--- src/include/mmd_pkg.sv ---
// Package: address map, region codes, wait-state counts and shared decode helpers
`default_nettype none
package mmd_pkg;

  typedef logic [21:0] mmd_addr_type;

  // Target areas, frame 0 units and flash zones
  typedef enum logic [3:0] {
    MMD_R_NONE, MMD_R_SRAM_M, MMD_R_F0, MMD_R_F1, MMD_R_F2,
    MMD_R_SRAM_L, MMD_R_OTP, MMD_R_FLASH, MMD_R_ROM
  } mmd_region_type;
  typedef enum logic [2:0] {
    MMD_U_NONE, MMD_U_EMU, MMD_U_FLASHCTL, MMD_U_SEC,
    MMD_U_ADCRES, MMD_U_TIMER, MMD_U_INTX, MMD_U_VECT
  } mmd_unit_type;
  typedef enum logic [1:0] {
    MMD_Z_PLAIN, MMD_Z_RESV, MMD_Z_ENTRY, MMD_Z_PASSWORD
  } mmd_zone_type;
  typedef enum logic [1:0] {MMD_C_ACCESS, MMD_C_UNLOCK, MMD_C_LOCK} mmd_cmd_type;

  // ----------------------------------------------------------------
  // Address map
  // ----------------------------------------------------------------
  localparam mmd_addr_type MMD_SRAM_M_LO = 22'h00_0000;
  localparam mmd_addr_type MMD_SRAM_M_HI = 22'h00_07ff;
  localparam mmd_addr_type MMD_F0_LO     = 22'h00_0800;
  localparam mmd_addr_type MMD_F0_HI     = 22'h00_1fff;
  localparam mmd_addr_type MMD_F1_LO     = 22'h00_6000;
  localparam mmd_addr_type MMD_F1_HI     = 22'h00_6fff;
  localparam mmd_addr_type MMD_F2_LO     = 22'h00_7000;
  localparam mmd_addr_type MMD_F2_HI     = 22'h00_7fff;
  localparam mmd_addr_type MMD_SRAM_L_LO = 22'h00_8000;
  localparam mmd_addr_type MMD_SRAM_L_HI = 22'h00_9fff;
  localparam mmd_addr_type MMD_OTP_LO    = 22'h3d_7800;
  localparam mmd_addr_type MMD_OTP_HI    = 22'h3d_7bff;
  localparam mmd_addr_type MMD_FLASH_LO  = 22'h3e_8000;
  localparam mmd_addr_type MMD_FLASH_HI  = 22'h3f_7fff;
  localparam mmd_addr_type MMD_ROM_LO    = 22'h3f_f000;
  localparam mmd_addr_type MMD_ROM_HI    = 22'h3f_ffff;
  // Flash zones at the top of sector A
  localparam mmd_addr_type MMD_RESV_LO   = 22'h3f_7f80;
  localparam mmd_addr_type MMD_DONLY_LO  = 22'h3f_7ff0;
  localparam mmd_addr_type MMD_RESV_HI   = 22'h3f_7ff5;
  localparam mmd_addr_type MMD_ENTRY_LO  = 22'h3f_7ff6;
  localparam mmd_addr_type MMD_ENTRY_HI  = 22'h3f_7ff7;
  localparam mmd_addr_type MMD_PW_LO     = 22'h3f_7ff8;
  localparam mmd_addr_type MMD_PW_HI     = 22'h3f_7fff;
  localparam int           MMD_SECT_SHIFT = 14;

  // ----------------------------------------------------------------
  // Wait states and pipeline lag
  // ----------------------------------------------------------------
  localparam logic [4:0] MMD_WS_ZERO      = 5'h00;
  localparam logic [4:0] MMD_WS_ROM       = 5'h01;
  localparam logic [4:0] MMD_WS_PERIPH_RD = 5'h02;
  localparam logic [4:0] MMD_WS_OTP_MIN   = 5'h01;
  localparam logic [4:0] MMD_WS_PASSWORD  = 5'h10;
  localparam logic [4:0] MMD_WS_F1_HIT    = 5'h01;
  localparam logic [1:0] MMD_WR_LAG       = 2'h2;

  // One decoded access
  typedef struct packed {
    logic           v;
    logic           wr;
    logic           wide;
    mmd_addr_type   addr;
    logic [31:0]    data;
    mmd_region_type region;
    mmd_unit_type   unit;
    mmd_zone_type   zone;
    logic [1:0]     sector;
    logic [4:0]     ws;
  } mmd_op_type;

  function automatic logic mmd_in(mmd_addr_type a, mmd_addr_type lo, mmd_addr_type hi);
    return (a >= lo) && (a <= hi);
  endfunction

  // Frame 0 unit lookup; gaps give none
  function automatic mmd_unit_type mmd_f0_unit(mmd_addr_type a);
    mmd_unit_type u;
    u = MMD_U_NONE;
    if (mmd_in(a, 22'h00_0880, 22'h00_09ff)) u = MMD_U_EMU;
    else if (mmd_in(a, 22'h00_0a80, 22'h00_0adf)) u = MMD_U_FLASHCTL;
    else if (mmd_in(a, 22'h00_0ae0, 22'h00_0aef)) u = MMD_U_SEC;
    else if (mmd_in(a, 22'h00_0b00, 22'h00_0b0f)) u = MMD_U_ADCRES;
    else if (mmd_in(a, 22'h00_0c00, 22'h00_0c3f)) u = MMD_U_TIMER;
    else if (mmd_in(a, 22'h00_0ce0, 22'h00_0cff)) u = MMD_U_INTX;
    else if (mmd_in(a, 22'h00_0d00, 22'h00_0dff)) u = MMD_U_VECT;
    return u;
  endfunction

endpackage
`default_nettype wire

--- src/include/mmd_bus_if.sv ---
// Interface: CPU memory bus between the core end and the decoder end
`timescale 1ns/1ps
`default_nettype none
interface mmd_bus_if;
  import mmd_pkg::*;

  logic         req;
  logic         prog;
  logic         wr;
  logic         wide;
  mmd_addr_type addr;
  logic [31:0]  wdata;
  logic         unlock;
  logic         lock;
  logic         rd_rdy;
  logic         wr_rdy;
  logic         ack;
  logic [31:0]  rdata;

  modport dev (
    input  req, prog, wr, wide, addr, wdata, unlock, lock,
    output rd_rdy, wr_rdy, ack, rdata
  );
  modport cpu (
    output req, prog, wr, wide, addr, wdata, unlock, lock,
    input  rd_rdy, wr_rdy, ack, rdata
  );
endinterface
`default_nettype wire

--- src/logic/mmd_decoder_dev.sv ---
// Memory map decoder: area select, access control, ordering and wait states
`timescale 1ns/1ps
`default_nettype none
module mmd_decoder_dev
  import mmd_pkg::*;
#(
  parameter int WS_W = 4
) (
  input  wire logic            clock,
  input  wire logic            rstn,
  mmd_bus_if.dev               bus,
  input  wire logic [WS_W-1:0] flash_ws,
  input  wire logic [WS_W-1:0] otp_ws,
  input  wire logic            secured,
  input  wire logic            order_prot_en,
  input  wire logic [31:0]     tgt_rdata,
  output logic                 tgt_req,
  output logic                 tgt_wr,
  output logic                 tgt_wide,
  output var mmd_addr_type     tgt_addr,
  output logic [31:0]          tgt_wdata,
  output var mmd_region_type   tgt_region,
  output var mmd_unit_type     tgt_unit,
  output var mmd_zone_type     tgt_zone,
  output logic [1:0]           tgt_sector,
  output logic                 wr_unlocked
);

  // ----------------------------------------------------------------
  // Parameter check
  // ----------------------------------------------------------------
  if (WS_W < 1 || WS_W > 4) begin : g_bad_ws
    $error("WS_W must lie between 1 and 4");
  end

  // ----------------------------------------------------------------
  // State
  // ----------------------------------------------------------------
  typedef struct packed {
    mmd_op_type  cur;
    mmd_op_type  rd;
    mmd_op_type  wp;
    logic [4:0]  cnt;
    logic [1:0]  lag;
    logic        f1_hit;
    logic        unlock;
    logic        req_p;
    logic        ack;
    logic [31:0] rdata;
    logic        rd_rdy;
    logic        wr_rdy;
  } mmd_dev_state_type;

  localparam mmd_dev_state_type S_RST = '{rd_rdy: 1'b1, wr_rdy: 1'b1, default: '0};

  mmd_dev_state_type s_q;
  mmd_dev_state_type s_d;
  mmd_op_type        inc;
  mmd_op_type        rd_c;
  mmd_op_type        nxt;
  logic              take_rd;
  logic              take_wr;
  logic              rd_used;
  logic              ordered;

  // ----------------------------------------------------------------
  // Address decode of one access
  // ----------------------------------------------------------------
  function automatic mmd_op_type decode(
    input logic            prog,
    input logic            wr,
    input logic            wide,
    input mmd_addr_type    a,
    input logic [31:0]     d,
    input logic            unl,
    input logic            sec,
    input logic [WS_W-1:0] fws,
    input logic [WS_W-1:0] ows
  );
    mmd_op_type o;
    logic [4:0] per_ws;
    o        = '0;
    o.v      = 1'b1;
    o.wr     = wr;
    o.wide   = wide;
    o.addr   = a;
    o.data   = d;
    per_ws   = wr ? MMD_WS_ZERO : MMD_WS_PERIPH_RD;
    if (mmd_in(a, MMD_SRAM_M_LO, MMD_SRAM_M_HI)) begin
      o.region = MMD_R_SRAM_M;
    end else if (mmd_in(a, MMD_F0_LO, MMD_F0_HI) && !prog) begin
      o.unit = mmd_f0_unit(a);
      if (o.unit != MMD_U_NONE) begin
        o.region = MMD_R_F0;
      end
      if (o.unit == MMD_U_FLASHCTL && sec) begin
        o.region = MMD_R_NONE;
      end
      if (wr && !unl && o.unit inside {MMD_U_EMU, MMD_U_FLASHCTL, MMD_U_SEC, MMD_U_VECT}) begin
        o.region = MMD_R_NONE;
      end
    end else if (mmd_in(a, MMD_F1_LO, MMD_F1_HI) && !prog) begin
      o.region = MMD_R_F1;
      o.ws     = per_ws;
    end else if (mmd_in(a, MMD_F2_LO, MMD_F2_HI) && !prog && !wide) begin
      o.region = MMD_R_F2;
      o.ws     = per_ws;
    end else if (mmd_in(a, MMD_SRAM_L_LO, MMD_SRAM_L_HI)) begin
      o.region = MMD_R_SRAM_L;
    end else if (mmd_in(a, MMD_OTP_LO, MMD_OTP_HI)) begin
      o.region = MMD_R_OTP;
      o.ws     = (5'(ows) < MMD_WS_OTP_MIN) ? MMD_WS_OTP_MIN : 5'(ows);
    end else if (mmd_in(a, MMD_FLASH_LO, MMD_FLASH_HI)) begin
      o.region = MMD_R_FLASH;
      o.sector = 2'((a - MMD_FLASH_LO) >> MMD_SECT_SHIFT);
      o.ws     = 5'(fws);
      if (mmd_in(a, MMD_PW_LO, MMD_PW_HI)) begin
        o.zone = MMD_Z_PASSWORD;
        o.ws   = MMD_WS_PASSWORD;
      end else if (mmd_in(a, MMD_ENTRY_LO, MMD_ENTRY_HI)) begin
        o.zone = MMD_Z_ENTRY;
      end else if (mmd_in(a, MMD_RESV_LO, MMD_RESV_HI)) begin
        o.zone = MMD_Z_RESV;
      end
    end else if (mmd_in(a, MMD_ROM_LO, MMD_ROM_HI)) begin
      o.region = MMD_R_ROM;
      o.ws     = MMD_WS_ROM;
    end
    if (o.region == MMD_R_NONE) begin
      o.unit = MMD_U_NONE;
      o.ws   = MMD_WS_ZERO;
    end
    return o;
  endfunction

  // Frames 1 and 2 share one ordering zone
  function automatic logic in_prot_zone(mmd_op_type o);
    return o.region inside {MMD_R_F1, MMD_R_F2};
  endfunction

  // ----------------------------------------------------------------
  // Next-state logic
  // ----------------------------------------------------------------
  always_comb begin
    s_d     = s_q;
    inc     = decode(bus.prog, bus.wr, bus.wide, bus.addr, bus.wdata,
                     s_q.unlock, secured, flash_ws, otp_ws);
    take_rd = bus.req && !bus.wr && s_q.rd_rdy;
    take_wr = bus.req && bus.wr && s_q.wr_rdy;
    rd_used = 1'b0;
    ordered = 1'b0;
    rd_c    = '0;
    nxt     = '0;
    s_d.ack   = 1'b0;
    s_d.req_p = 1'b0;
    // Write lock wins over unlock in the same cycle
    if (bus.lock) begin
      s_d.unlock = 1'b0;
    end else if (bus.unlock) begin
      s_d.unlock = 1'b1;
    end
    // Posted write ages toward its write stage
    if (s_q.wp.v && s_q.lag != 2'h0) begin
      s_d.lag = s_q.lag - 2'h1;
    end
    if (s_q.cur.v) begin
      // Count down waits, finish on zero
      if (s_q.cnt == MMD_WS_ZERO) begin
        s_d.cur.v  = 1'b0;
        s_d.f1_hit = s_q.cur.wr && s_q.cur.region == MMD_R_F1;
        if (!s_q.cur.wr) begin
          s_d.ack   = 1'b1;
          s_d.rdata = (s_q.cur.region == MMD_R_NONE) ? 32'h0000_0000 : tgt_rdata;
        end
      end else begin
        s_d.cnt = s_q.cnt - 5'h01;
      end
    end else begin
      // Pick the next access; the frame 1 write mark lasts until one leaves
      rd_c = s_q.rd.v ? s_q.rd : (take_rd ? inc : '0);
      ordered = s_q.wp.v && rd_c.v && ((order_prot_en &&
                (in_prot_zone(s_q.wp) || in_prot_zone(rd_c))) ||
                s_q.wp.addr == rd_c.addr);
      if (s_q.wp.v && (ordered || (!rd_c.v && s_q.lag == 2'h0))) begin
        nxt      = s_q.wp;
        s_d.wp.v = 1'b0;
      end else if (rd_c.v) begin
        nxt = rd_c;
        if (s_q.rd.v) begin
          s_d.rd.v = 1'b0;
        end else begin
          rd_used = 1'b1;
        end
      end
      if (nxt.v) begin
        s_d.cur   = nxt;
        s_d.cnt   = nxt.ws;
        s_d.f1_hit = 1'b0;
        if (nxt.wr && nxt.region == MMD_R_F1 && s_q.f1_hit) begin
          s_d.cnt = 5'(nxt.ws + MMD_WS_F1_HIT);
        end
        s_d.req_p = nxt.region != MMD_R_NONE;
      end
    end
    // Accepted read waits its turn
    if (take_rd && !rd_used) begin
      s_d.rd = inc;
    end
    // Writes are posted and acknowledged at once; dropped ones too
    if (take_wr) begin
      s_d.ack = 1'b1;
      if (inc.region != MMD_R_NONE) begin
        s_d.wp  = inc;
        s_d.lag = MMD_WR_LAG;
      end
    end
    s_d.wr_rdy = !s_d.wp.v;
    s_d.rd_rdy = !s_d.rd.v && !(s_d.cur.v && !s_d.cur.wr);
  end

  // ----------------------------------------------------------------
  // State register
  // ----------------------------------------------------------------
  always_ff @(posedge clock or negedge rstn) begin
    if (!rstn) begin
      s_q <= S_RST;
    end else begin
      s_q <= s_d;
    end
  end

  // Outputs straight from the state register
  assign bus.rd_rdy  = s_q.rd_rdy;
  assign bus.wr_rdy  = s_q.wr_rdy;
  assign bus.ack     = s_q.ack;
  assign bus.rdata   = s_q.rdata;
  assign tgt_req     = s_q.req_p;
  assign tgt_wr      = s_q.cur.wr;
  assign tgt_wide    = s_q.cur.wide;
  assign tgt_addr    = s_q.cur.addr;
  assign tgt_wdata   = s_q.cur.data;
  assign tgt_region  = s_q.cur.region;
  assign tgt_unit    = s_q.cur.unit;
  assign tgt_zone    = s_q.cur.zone;
  assign tgt_sector  = s_q.cur.sector;
  assign wr_unlocked = s_q.unlock;

endmodule
`default_nettype wire

--- src/flat_wrapper.sv ---
// flat-port wrapper written by rule: the top's interface ports become plain ports
module mmd_decoder_dev_flat import mmd_pkg::*;
#(
  parameter int WS_W = 4
)
  (clock, rstn, flash_ws, otp_ws, secured, order_prot_en, tgt_rdata, tgt_req, tgt_wr, tgt_wide, tgt_addr, tgt_wdata, tgt_region, tgt_unit, tgt_zone, tgt_sector, wr_unlocked, bus_req, bus_prog, bus_wr, bus_wide, bus_addr, bus_wdata, bus_unlock, bus_lock, bus_rd_rdy, bus_wr_rdy, bus_ack, bus_rdata);
  mmd_bus_if bus_i ();
  input  wire logic clock;
  input  wire logic rstn;
  input  wire logic [WS_W-1:0] flash_ws;
  input  wire logic [WS_W-1:0] otp_ws;
  input  wire logic secured;
  input  wire logic order_prot_en;
  input  wire logic [31:0] tgt_rdata;
  output logic tgt_req;
  output logic tgt_wr;
  output logic tgt_wide;
  output var mmd_addr_type tgt_addr;
  output logic [31:0] tgt_wdata;
  output var mmd_region_type tgt_region;
  output var mmd_unit_type tgt_unit;
  output var mmd_zone_type tgt_zone;
  output logic [1:0] tgt_sector;
  output logic wr_unlocked;
  input wire logic [$bits(bus_i.req)-1:0] bus_req;
  input wire logic [$bits(bus_i.prog)-1:0] bus_prog;
  input wire logic [$bits(bus_i.wr)-1:0] bus_wr;
  input wire logic [$bits(bus_i.wide)-1:0] bus_wide;
  input wire logic [$bits(bus_i.addr)-1:0] bus_addr;
  input wire logic [$bits(bus_i.wdata)-1:0] bus_wdata;
  input wire logic [$bits(bus_i.unlock)-1:0] bus_unlock;
  input wire logic [$bits(bus_i.lock)-1:0] bus_lock;
  output wire logic [$bits(bus_i.rd_rdy)-1:0] bus_rd_rdy;
  output wire logic [$bits(bus_i.wr_rdy)-1:0] bus_wr_rdy;
  output wire logic [$bits(bus_i.ack)-1:0] bus_ack;
  output wire logic [$bits(bus_i.rdata)-1:0] bus_rdata;
  assign bus_i.req = bus_req;
  assign bus_i.prog = bus_prog;
  assign bus_i.wr = bus_wr;
  assign bus_i.wide = bus_wide;
  assign bus_i.addr = bus_addr;
  assign bus_i.wdata = bus_wdata;
  assign bus_i.unlock = bus_unlock;
  assign bus_i.lock = bus_lock;
  assign bus_rd_rdy = bus_i.rd_rdy;
  assign bus_wr_rdy = bus_i.wr_rdy;
  assign bus_ack = bus_i.ack;
  assign bus_rdata = bus_i.rdata;
  mmd_decoder_dev #(.WS_W(WS_W)) u_core (.clock(clock), .rstn(rstn), .bus(bus_i), .flash_ws(flash_ws), .otp_ws(otp_ws), .secured(secured), .order_prot_en(order_prot_en), .tgt_rdata(tgt_rdata), .tgt_req(tgt_req), .tgt_wr(tgt_wr), .tgt_wide(tgt_wide), .tgt_addr(tgt_addr), .tgt_wdata(tgt_wdata), .tgt_region(tgt_region), .tgt_unit(tgt_unit), .tgt_zone(tgt_zone), .tgt_sector(tgt_sector), .wr_unlocked(wr_unlocked));
endmodule
--- config.mk ---
export PLATFORM = sky130hd
export DESIGN_NAME = mmd_decoder_dev_flat
export DESIGN_NICKNAME = d
export VERILOG_FILES = /design/src/include/mmd_pkg.sv /design/src/include/mmd_bus_if.sv /design/src/logic/mmd_decoder_dev.sv /design/src/flat_wrapper.sv
export SDC_FILE = /design/constraint.sdc
export NUM_CORES = 1
export LEC_CHECK = 0
export BUFFER_PORTS_ARGS = -buffer_cell sky130_fd_sc_hd__buf_4
export CORE_AREA = 2 2 167 185
export DETAILED_ROUTE_END_ITERATION = 6
export DIE_AREA = 0 0 169 187
export GPL_ROUTABILITY_DRIVEN = 0
export PLACE_DENSITY = 0.63
export REMOVE_ABC_BUFFERS = 1
export SYNTH_ARGS = -nofsm -noshare
export SYNTH_HDL_FRONTEND = slang
export SYNTH_SLANG_ARGS = --single-unit
--- constraint.sdc ---
create_clock -name clock -period 7.9 [get_ports clock]
set_clock_uncertainty 0.15 [all_clocks]
set_input_delay 0.395 -clock clock [delete_from_list [all_inputs] [get_ports clock]]
set_output_delay 0.395 -clock clock [all_outputs]
set_load 0.01 [all_outputs]
==> out/qor.csv, run 1 <==
metric;value;unit
status;complete, no violations;
detail-route-antenna-nets;0;
drtPass1Iterations;5;
grt_pass1_wl;59.2;mm
p_total;5.11;mW
vias;11286;
internal_power;3.26;mW
hold_path_class;input pin to flop;
initial_core_util;0.441;
critPathMaxFanout;51;
clk_latency;560;ps
synth_top_family_by_area;simple AND/OR/NAND/NOR gates;
r2r_start;u_core.bus.rd_rdy;
start_kind;flop;
synthDominantCellAreaShare;0.486;
cts-root-buf;clkbuf_16;
ir_drop;200;uV
fin_crit;5020;ps
path_depth;11;
cts.path.max_buffers;3;
cts_hold_buffers;85;
cp.arrival;5290;ps
synth-xor-area-share;0.0192;
p_per_area;319;mW/mm^2
critPathLaunch;u_core.bus.rd_rdy;
cp_top_family;simple AND/OR/NAND/NOR gates;
rsz0062_at_grt;false;
ys_types;69;
yosysSeqAreaShare;0.490;
p_seq_frac;0.414;
p_leak;7.88;nW
cts_tree;yes;
dp_hpwl;22.8;mm
h-tree-depth;1;
worst_path_max_delay_cell;and3b_2;
mostFrequentLayoutCells;nand2_1, dfrtp_1, buf_4;
criticalPathCategory;flop to flop;
synthAdderAreaFrac;0.00454;
synth-compound-area-share;0.123;
pin_count;208;
r2r_end;u_core.s_q[44];
synth_cells;1609;
fp.dieW;169;um
die_y;187;um
viasPerCell;5.26;
final_common_cell;nand2_1;
slew_headroom;0.171;
slew_viol_final;0;
hold_viol;0;
sw_frac_of_total;0.362;
wl_per_cell;17.0;um
setup_violations;0;
cp_cell_sequence;and3b_2 -> nand2_1 -> o21ai_1 -> nand2_1 -> o311a_1 -> nor2_4 -> buf_4 -> nand2_1 -> o21ai_0 -> xnor2_1 -> o21ai_1;
synth-seq-cells;259;
seq_area;0.00649;mm^2
synthMuxAreaShare;0.0134;
drive_above_1_share;0.164;
p_sw;1.85;mW
grt_max_degree;112;
maxCapViolCount;0;
rrSetupSlack;2880;ps
power_frac_comb;0.326;
setup_tns;0;ps
yosysTopAreaCell;dfrtp_1;
fmax;199;MHz
pre_cts_slack;2870;ps
grt.overflow.total;0;
critPathMaxStageDelay;870;ps
worst_slack;2880;ps
grt_pass1_vias;11289;
core;0.0300;mm^2
crit_buf_inv;1;
ys.flop_type;dfrtp_1;
die_area;0.0316;mm^2
end_kind;flop;
synthTopCellsByArea;dfrtp_1, nand2_1, buf_4;
area_growth;21.1;%
diodes;0;
r2r_cells;11;
fin_crit_sh;0.636;
crit_required;8170;ps
placed_area;0.0143;mm^2
drc_errors;0;
synth.avg_cell_area;8.23;um^2
postLayoutCellArea;0.0160;mm^2
crit_path_end;u_core.s_q[44];
fillers;2790;
cts_buffers;29;
syn_area;0.0132;mm^2
dr.first_iter.drc_count;661;
multi_input_area;0.00560;mm^2
cts_sinks;259;
rows;67;
synth_edf_count;0;
clkTransAtPathRegs;60;ps
port_buffers;207;
synth-simple-area-share;0.260;
yosysWarnings;0;
worstMarginPinSlew;1240;ps
cts_resized;0;
async_flop_share;1.00;
nets;1853;
antenna_found_initial;0;
routed_wirelength;36.5;mm
p_clk_frac;0.260;
cp_common_cell;nand2_1;
grt_use_total;0.229;
cts_setup_buffers;0;
through the flow:
| stage | hold slack (ps) | utilization | instances |
|---|---|---|---|
| 4_1_cts | 9.71 | 0.534 | 2146 |
| 5_1_grt | 32.4 | 0.534 | 2146 |
| 3_3_place_gp | 300 | 0.474 | 2007 |
| 6_report | 15.9 | 0.534 | 2146 |
| 2_1_floorplan | -50.6 | - | 1412 |
| 3_5_place_dp | 304 | 0.475 | 2008 |
flip-flops by register name, indices dropped and copies added (netlist names):
name	flops
u_core.bus.ack	1
u_core.bus.rd_rdy	1
u_core.bus.rdata	32
u_core.bus.wr_rdy	1
u_core.s_q	155
u_core.tgt_addr	22
u_core.tgt_region	4
u_core.tgt_req	1
u_core.tgt_sector	2
u_core.tgt_unit	3
u_core.tgt_wdata	32
u_core.tgt_wide	1
u_core.tgt_wr	1
u_core.tgt_zone	2
u_core.wr_unlocked	1
cells by family after synthesis:
| group | after synthesis |
|---|---|
| compound gates | 294 |
| xor+xnor | 29 |
| fa+ha+maj | 5 |
| buf+inv | 211 |
| flops | 259 |
| mux | 17 |
| simple gates | 794 |
cells in the mapped netlist, types with 3 or more instances:
cell type / n
a31oi_1: 14
or2_2: 3
nand3_1: 49
buf_2: 18
a21o_1: 4
nand2_1: 534
o21ai_0: 126
and3b_1: 3
a21oi_1: 104
and2_1: 13
nor3_1: 17
dfrtp_1: 257
ha_1: 4
and3_1: 35
nand4_1: 16
nand2b_1: 12
o31ai_1: 3
buf_4: 98
a211o_1: 3
nor2_1: 83
o21ai_1: 7
or3_1: 6
inv_1: 13
xnor2_1: 10
clkbuf_1: 77
a32oi_1: 4
a22oi_1: 9
xor2_1: 19
mux2i_1: 14
metal layers:
layer	wire length [um]	global-route usage	part of all wire
met3	1920	0.0330	0.052
met2	17900	0.399	0.49
met5	5	0	0.00014
met4	802	0.0618	0.022
met1	15900	0.298	0.44
worst reg2reg max path: stages, from the launching register on:
cell and delay, ps:
dfstp_2 540, and3b_2 870, nand2_1 530, o21ai_1 450
nand2_1 110, o311a_1 420, nor2_4 720, buf_4 620
nand2_1 150, o21ai_0 120, xnor2_1 140, o21ai_1 70
how the worst min path moves through the flow:
| stage | startpoint | endpoint | slack, ps | cells past startpoint |
|---|---|---|---|---|
| finish | tgt_rdata[5] | u_core.bus.rdata[5] | 20 | 3 |
| detailed placement | u_core.s_q[116] | u_core.s_q[116] | 300 | 1 |
| global route | tgt_rdata[5] | u_core.bus.rdata[5] | 30 | 3 |
| global placement | u_core.s_q[166] | u_core.s_q[166] | 300 | 2 |
| floorplan | rstn | u_core.bus.ack | -50 | 0 |
| CTS | tgt_rdata[5] | u_core.bus.rdata[5] | 10 | 3 |
power groups by stage:
stage                     registers (mW)  logic (mW)  clock network [mW]
after CTS                           2.12        1.68                1.36
after floorplan                     2.16       0.834                   0
after global routing                2.18        1.88                1.41
final                               2.12        1.67                1.33
after detailed placement            2.14        1.64                   0
after global placement              2.12        1.60                   0
cell type report:
cell class,instances,share of cell area
clock buffer,44,0.0531
clock inverter,9,0.00507
inverter,14,0.00328
multi-input combinational,1139,0.349
sequential,259,0.405
tap,379,0.0296
timing repair buffer,302,0.155
Power figures use the tool's default switching activity.
==> inputs of run 2 (changes only) <==
--- a/config.mk
+++ b/config.mk
@@ -10,7 +10,7 @@
 export DETAILED_ROUTE_END_ITERATION = 6
 export DIE_AREA = 0 0 169 187
 export GPL_ROUTABILITY_DRIVEN = 0
-export PLACE_DENSITY = 0.63
+export PLACE_DENSITY = 0.66
 export REMOVE_ABC_BUFFERS = 1
 export SYNTH_ARGS = -nofsm -noshare
 export SYNTH_HDL_FRONTEND = slang
==> constraint.sdc (replaced) <==
create_clock -name clock -period 4.16 [get_ports clock]
set_clock_uncertainty 0.15 [all_clocks]
set_input_delay 0.208 -clock clock [delete_from_list [all_inputs] [get_ports clock]]
set_output_delay 0.208 -clock clock [all_outputs]
set_load 0.01 [all_outputs]
==> out/qor.csv, run 2 (synthesis gave the netlist of run 1 again) <==
metric;value;unit;change
status;complete, no violations;;unchanged
grt_pass1_vias;11333;;was 11289
rsz0062_at_grt;false;;unchanged
p_leak;8.05;nW;was 7.88 nW
top_usage_layer;met2;;unchanged
r2r_end;u_core.s_q[42];;was u_core.s_q[44]
area_growth;23.8;%;was 21.1%
slew_viol_final;0;;unchanged
placed_area;0.0145;mm^2;was 0.0143 mm^2
cts_setup_buffers;0;;unchanged
core;0.0300;mm^2;unchanged
end_kind;flop;;unchanged
initial_core_util;0.441;;unchanged
mostFrequentLayoutCells;nand2_1, dfrtp_1, buf_4;;unchanged
start_kind;input pin;;was flop
rrSetupSlack;350;ps;was 2880 ps
worstMarginPinSlew;1200;ps;was 1240 ps
drive_above_1_share;0.170;;was 0.164
worst_slack;347;ps;was 2880 ps
dp_hpwl;23.6;mm;was 22.8 mm
largest_reg_flops;155;;unchanged
grt.overflow.total;0;;unchanged
cp.arrival;4080;ps;was 5290 ps
crit_required;4430;ps;was 8170 ps
p_clk_frac;0.264;;was 0.260
whs;78.7;ps;was 15.9 ps
hold_viol;0;;unchanged
internal_power;6.34;mW;was 3.26 mW
crit_path_end;u_core.s_q[120];;was u_core.s_q[44]
hold_path_class;input pin to flop;;unchanged
cts_tree;yes;;unchanged
port_buffers;207;;unchanged
fin_crit;3810;ps;
nets;1882;;was 1853
routed_wirelength;36.0;mm;was 36.5 mm
antenna_found_initial;0;;unchanged
ir_drop;452;uV;was 200 uV
setup_violations;0;;unchanged
vias;11388;;was 11286
drtPass1Iterations;5;;unchanged
sw_frac_of_total;0.354;;was 0.362
met2_usage;0.395;;was 0.399
r2r_cells;16;;was 11
cts_buffers;29;;unchanged
criticalPathCategory;input pin to flop;;was flop to flop
die_y;187;um;unchanged
final_common_cell;nand2_1;;unchanged
p_sw;3.48;mW;was 1.85 mW
top_register;u_core.s_q;;unchanged
h-tree-depth;1;;unchanged
grt_pass1_wl;59.3;mm;was 59.2 mm
wl_per_cell;16.6;um;was 17.0 um
grt_use_total;0.228;;was 0.229
critPathMaxFanout;46;;was 51
rows;67;;unchanged
grt_max_degree;118;;was 112
cts_sinks;259;;unchanged
fp.dieW;169;um;unchanged
cts.path.max_buffers;3;;unchanged
postLayoutCellArea;0.0164;mm^2;was 0.0160 mm^2
detail-route-antenna-nets;0;;unchanged
dr.first_iter.drc_count;735;;was 661
cts-root-buf;clkbuf_16;;unchanged
pin_count;208;;unchanged
viasPerCell;5.24;;was 5.26
pre_cts_slack;299;ps;was 2870 ps
diodes;0;;unchanged
use_met3;0.0402;;was 0.0330
fin_crit_sh;0.917;;
r2r_start;u_core.s_q[190];;was u_core.bus.rd_rdy
multi_input_area;0.00560;mm^2;about the same
p_per_area;599;mW/mm^2;was 319 mW/mm^2
die_area;0.0316;mm^2;unchanged
seq_area;0.00649;mm^2;unchanged
maxCapViolCount;0;;unchanged
fillers;2743;;was 2790
fmax;262;MHz;
critPathLaunch;bus_addr[13];;was u_core.bus.rd_rdy
slew_headroom;0.198;;was 0.171
clk_latency;550;ps;was 560 ps
utilization;0.546;;was 0.534
power_frac_comb;0.334;;was 0.326
drc_errors;0;;unchanged
grtUsageMet1;0.297;;was 0.298
clkTransAtPathRegs;60;ps;about the same
p_seq_frac;0.403;;was 0.414
## run 2: changes by cell type in the layout (fill, tap and decap cells not counted), sizes merged
cell         previous run  this run
buf                   217       234
bufinv                  1         3
clkbuf                 44        42
clkinv                  5         7
clkinvlp                3         1
dlygate4sd3            85        97
## run 2: power by group through the flow
stage	logic (mW)	clock network (mW)	registers [mW]
after detailed placement	3.22	0	3.99
final	3.28	2.59	3.96
after global routing	3.70	2.76	4.07
after CTS	3.30	2.65	3.95
after global placement	3.16	0	3.96
after floorplan	1.58	0	4.11
## run 2: worst min path at each step
stage                         start                 end  slack, ps  depth (start not counted)
after floorplan                rstn      u_core.bus.ack       -240                          0
after global placement     bus_lock  u_core.wr_unlocked        210                          2
final                     otp_ws[1]     u_core.s_q[118]         80                          6
after CTS                   secured      u_core.s_q[58]         60                          5
after global routing      otp_ws[0]     u_core.s_q[118]        110                          5
after detailed placement   bus_lock  u_core.wr_unlocked        210                          2
## run 2: layout make-up
cell class / instances / share of cell area
Clock buffer: 42 / 0.0503
Sequential cell: 259 / 0.396
Inverter: 14 / 0.00320
Tap cell: 379 / 0.0289
Clock inverter: 11 / 0.00832
Timing Repair Buffer: 331 / 0.172
Multi-Input combinational cell: 1139 / 0.341
## run 2: timing repair
action                                 in CTS  in global routing
gates resized for setup                     0                  1
setup endpoints to repair                   0                  1
hold buffers                               97                  0
endpoints found under the hold margin     271                  0
## run 2: worst max-delay path, cell delays in order
cell and delay [ps]:
dlygate4sd3_1 540, buf_4 170, nor4b_1 600, nand4_1 220
nor3_1 340, or4_1 190, o21ai_0 90, nand3_1 160
o311a_1 260, nand2b_4 180, nand2b_1 160, o21ai_4 490
buf_12 290, o21ai_0 140
## run 2: per-layer routing
metal  routed length (um)  vias up
met4                  643        0
li1                     -     5562
met1                15600     5457
met2                17600      325
met5                    0        -
met3                 2160       44
## run 2: stage by stage
step,cells,power [mW],setup TNS (ps)
3_3_place_gp,2025,7.12,0
3_5_place_dp,2025,7.21,0
4_1_cts,2175,9.91,0
2_1_floorplan,1412,5.70,-580500
6_report,2175,9.83,0
5_1_grt,2175,10.5,0
==> inputs of run 3 (changes only) <==
==> constraint.sdc (replaced) <==
create_clock -name clock -period 3.3 [get_ports clock]
set_clock_uncertainty 0.15 [all_clocks]
set_input_delay 0.165 -clock clock [delete_from_list [all_inputs] [get_ports clock]]
set_output_delay 0.165 -clock clock [all_outputs]
set_load 0.01 [all_outputs]
==> out/qor.csv, run 3 (synthesis gave the netlist of run 1 again) <==
metric;value;unit;change
drive_above_1_share;0.302;;was 0.170
setup_violations;141;;was 0
grt.overflow.total;0;;unchanged
p_per_area;733;mW/mm^2;was 599 mW/mm^2
port_buffers;207;;unchanged
fillers;2389;;was 2743
start_kind;flop;;was input pin
cts_tree;yes;;unchanged
power_frac_comb;0.387;;was 0.334
slew_viol_final;0;;unchanged
h-tree-depth;1;;unchanged
cts_sinks;259;;unchanged
cts-root-buf;clkbuf_16;;unchanged
final_common_cell;nand2_1;;unchanged
grt_max_degree;90;;was 118
dr.first_iter.drc_count;765;;was 735
grt_pass1_vias;12686;;was 11333
die_y;187;um;unchanged
worst_path_max_delay_cell;dfstp_2;;was nor4b_1
whs;14.5;ps;was 78.7 ps
placed_area;0.0155;mm^2;was 0.0145 mm^2
maxCapViolCount;0;;unchanged
slew_headroom;0.299;;was 0.198
rrSetupSlack;-260;ps;was 350 ps
drtPass1Iterations;7;;was 5
worstMarginPinSlew;1050;ps;was 1200 ps
hold_viol;0;;unchanged
drc_errors;3;;was 0
fin_crit_sh;1.08;;
antenna_found_initial;0;;unchanged
p_sw;5.02;mW;was 3.48 mW
r2r_start;u_core.bus.rd_rdy;;was u_core.s_q[190]
cts_buffers;30;;was 29
initial_core_util;0.441;;unchanged
end_kind;flop;;unchanged
grt_use_total;0.263;;was 0.228
p_seq_frac;0.358;;was 0.403
diodes;0;;unchanged
dp_hpwl;26.1;mm;was 23.6 mm
pin_count;208;;unchanged
violations;DRC, setup timing;;
r2r_end;u_core.s_q[130];;was u_core.s_q[42]
cp_common_cell;buf_6;;was o21ai_0
criticalPathCategory;flop to flop;;was input pin to flop
core;0.0300;mm^2;unchanged
cp.arrival;3890;ps;was 4080 ps
viasPerCell;5.38;;was 5.24
worst_slack;-258;ps;was 347 ps
critPathMaxFanout;7;;was 46
wl_per_cell;18.5;um;was 16.6 um
sw_frac_of_total;0.357;;was 0.354
whs_path_depth;6;;unchanged
rsz0062_at_grt;true;;was false
worst_hold_startpoint;otp_ws[1];;unchanged
clkTransAtPathRegs;60;ps;about the same
p_leak;9.39;nW;was 8.05 nW
area_growth;45.2;%;was 23.8%
p_clk_frac;0.255;;was 0.264
top_register;u_core.s_q;;unchanged
grt_pass1_wl;66.9;mm;was 59.3 mm
nets;2053;;was 1882
utilization;0.640;;was 0.546
routed_wirelength;43.4;mm;was 36.0 mm
fin_crit;3560;ps;
status;finished with violations;;was complete, no violations
internal_power;9.06;mW;was 6.34 mW
min_to;u_core.s_q[46];;was u_core.s_q[118]
detail-route-antenna-nets;0;;unchanged
cp_cell_sequence;buf_6 -> and3b_2 -> buf_12 -> nand2_1 -> o21ai_2 -> xor2_1 -> nor3_1 -> buf_4 -> a21oi_2 -> o311a_4 -> nand2b_4 -> buf_6 -> nand2b_4 -> o21ai_4 -> buf_6 -> buf_6 -> buf_12 -> nand2_1 -> o21ai_1;;was dlygate4sd3_1 -> buf_4 -> nor4b_1 -> nand4_1 -> nor3_1 -> or4_1 -> o21ai_0 -> nand3_1 -> o311a_1 -> nand2b_4 -> nand2b_1 -> o21ai_4 -> buf_12 -> o21ai_0
r2r_cells;19;;was 16
mostFrequentLayoutCells;nand2_1, buf_4, dfrtp_1;;was nand2_1, dfrtp_1, buf_4
clk_latency;560;ps;was 550 ps
ir_drop;560;uV;was 452 uV
hold_path_class;input pin to flop;;unchanged
vias;12629;;was 11388
fp.dieW;169;um;unchanged
cts.path.max_buffers;3;;unchanged
largest_reg_flops;155;;unchanged
postLayoutCellArea;0.0192;mm^2;was 0.0164 mm^2
rows;67;;unchanged
die_area;0.0316;mm^2;unchanged
setup_tns;-24960;ps;was 0 ps
crit_required;3630;ps;was 4430 ps
p_total;14.1;mW;was 9.83 mW
fmax;281;MHz;
critPathMaxStageDelay;550;ps;was 600 ps
[run 3: changes by cell type in the layout (fill, tap and decap cells not counted), sizes merged]
cell	previous run	this run
bufbuf	0	1
buf	234	394
inv	14	13
clkbuf	42	53
bufinv	3	5
clkinvlp	1	4
clkinv	7	4
[run 3: final cells by class]
type / count / area (um^2) / share of cell area
repair buffers: 501 / 4890 / 0.254
clock inverters: 12 / 195 / 0.0102
inverters: 14 / 55.1 / 0.00286
well taps: 379 / 474 / 0.0247
multi-input cells: 1139 / 6240 / 0.325
clock buffers: 44 / 885 / 0.0460
flip-flops and latches: 259 / 6490 / 0.338
[run 3: worst max path at each step]
| stage | start | to | slack (ps) | depth (start not counted) |
|---|---|---|---|---|
| floorplan | u_core.s_q[190] | u_core.s_q[120] | -5940 | 11 |
| global placement | u_core.s_q[190] | u_core.s_q[42] | -550 | 17 |
| detailed placement | u_core.s_q[190] | u_core.s_q[43] | -570 | 15 |
| CTS | u_core.bus.rd_rdy | u_core.s_q[43] | -160 | 14 |
| global route | u_core.bus.rd_rdy | u_core.s_q[42] | -410 | 16 |
| finish | u_core.bus.rd_rdy | u_core.s_q[130] | -260 | 19 |
[run 3: worst max-delay path: cells and delay by family, from the launching register on]
kind | cells | cell delay, ps
buffers and inverters | 7 | 910
XOR/XNOR | 1 | 240
AND/OR/NAND/NOR | 6 | 700
AO/OA/AOI/OAI | 5 | 910
flip-flops | 1 | 550
[run 3: per-stage QoR]
step	worst slack (ps)	instances
floorplan	-5940	1412
global placement	-555	2153
detailed placement	-573	2153
CTS	-157	2334
global route	-412	2348
finish	-258	2348
[run 3: metal layers]
layer | routed length (um) | track usage | share of wire | vias to the layer above
li1 | - | - | - | 5930
met1 | 17700 | 0.341 | 0.41 | 6085
met2 | 21300 | 0.448 | 0.49 | 509
met3 | 2920 | 0.0438 | 0.067 | 105
met4 | 1460 | 0.0881 | 0.034 | 0
met5 | 0 | 0 | 0 | -
[run 3: power groups by stage]
stage / combinational (mW) / sequential [mW] / clock [mW]
3_3_place_gp: 4.25 / 5.00 / 0
5_1_grt: 5.96 / 5.17 / 3.78
6_report: 5.45 / 5.05 / 3.59
3_5_place_dp: 4.34 / 5.04 / 0
2_1_floorplan: 2.00 / 5.18 / 0
4_1_cts: 5.13 / 5.01 / 3.64
[run 3: repair_timing]
action                     4_1_cts  5_1_grt
cloned                          15       11
hold buffers                    97        0
setup endpoints to repair      147      208
hold endpoints to repair       245        0
pin swaps                       21       48
gates resized for setup        187       96
buffers inserted                15        4
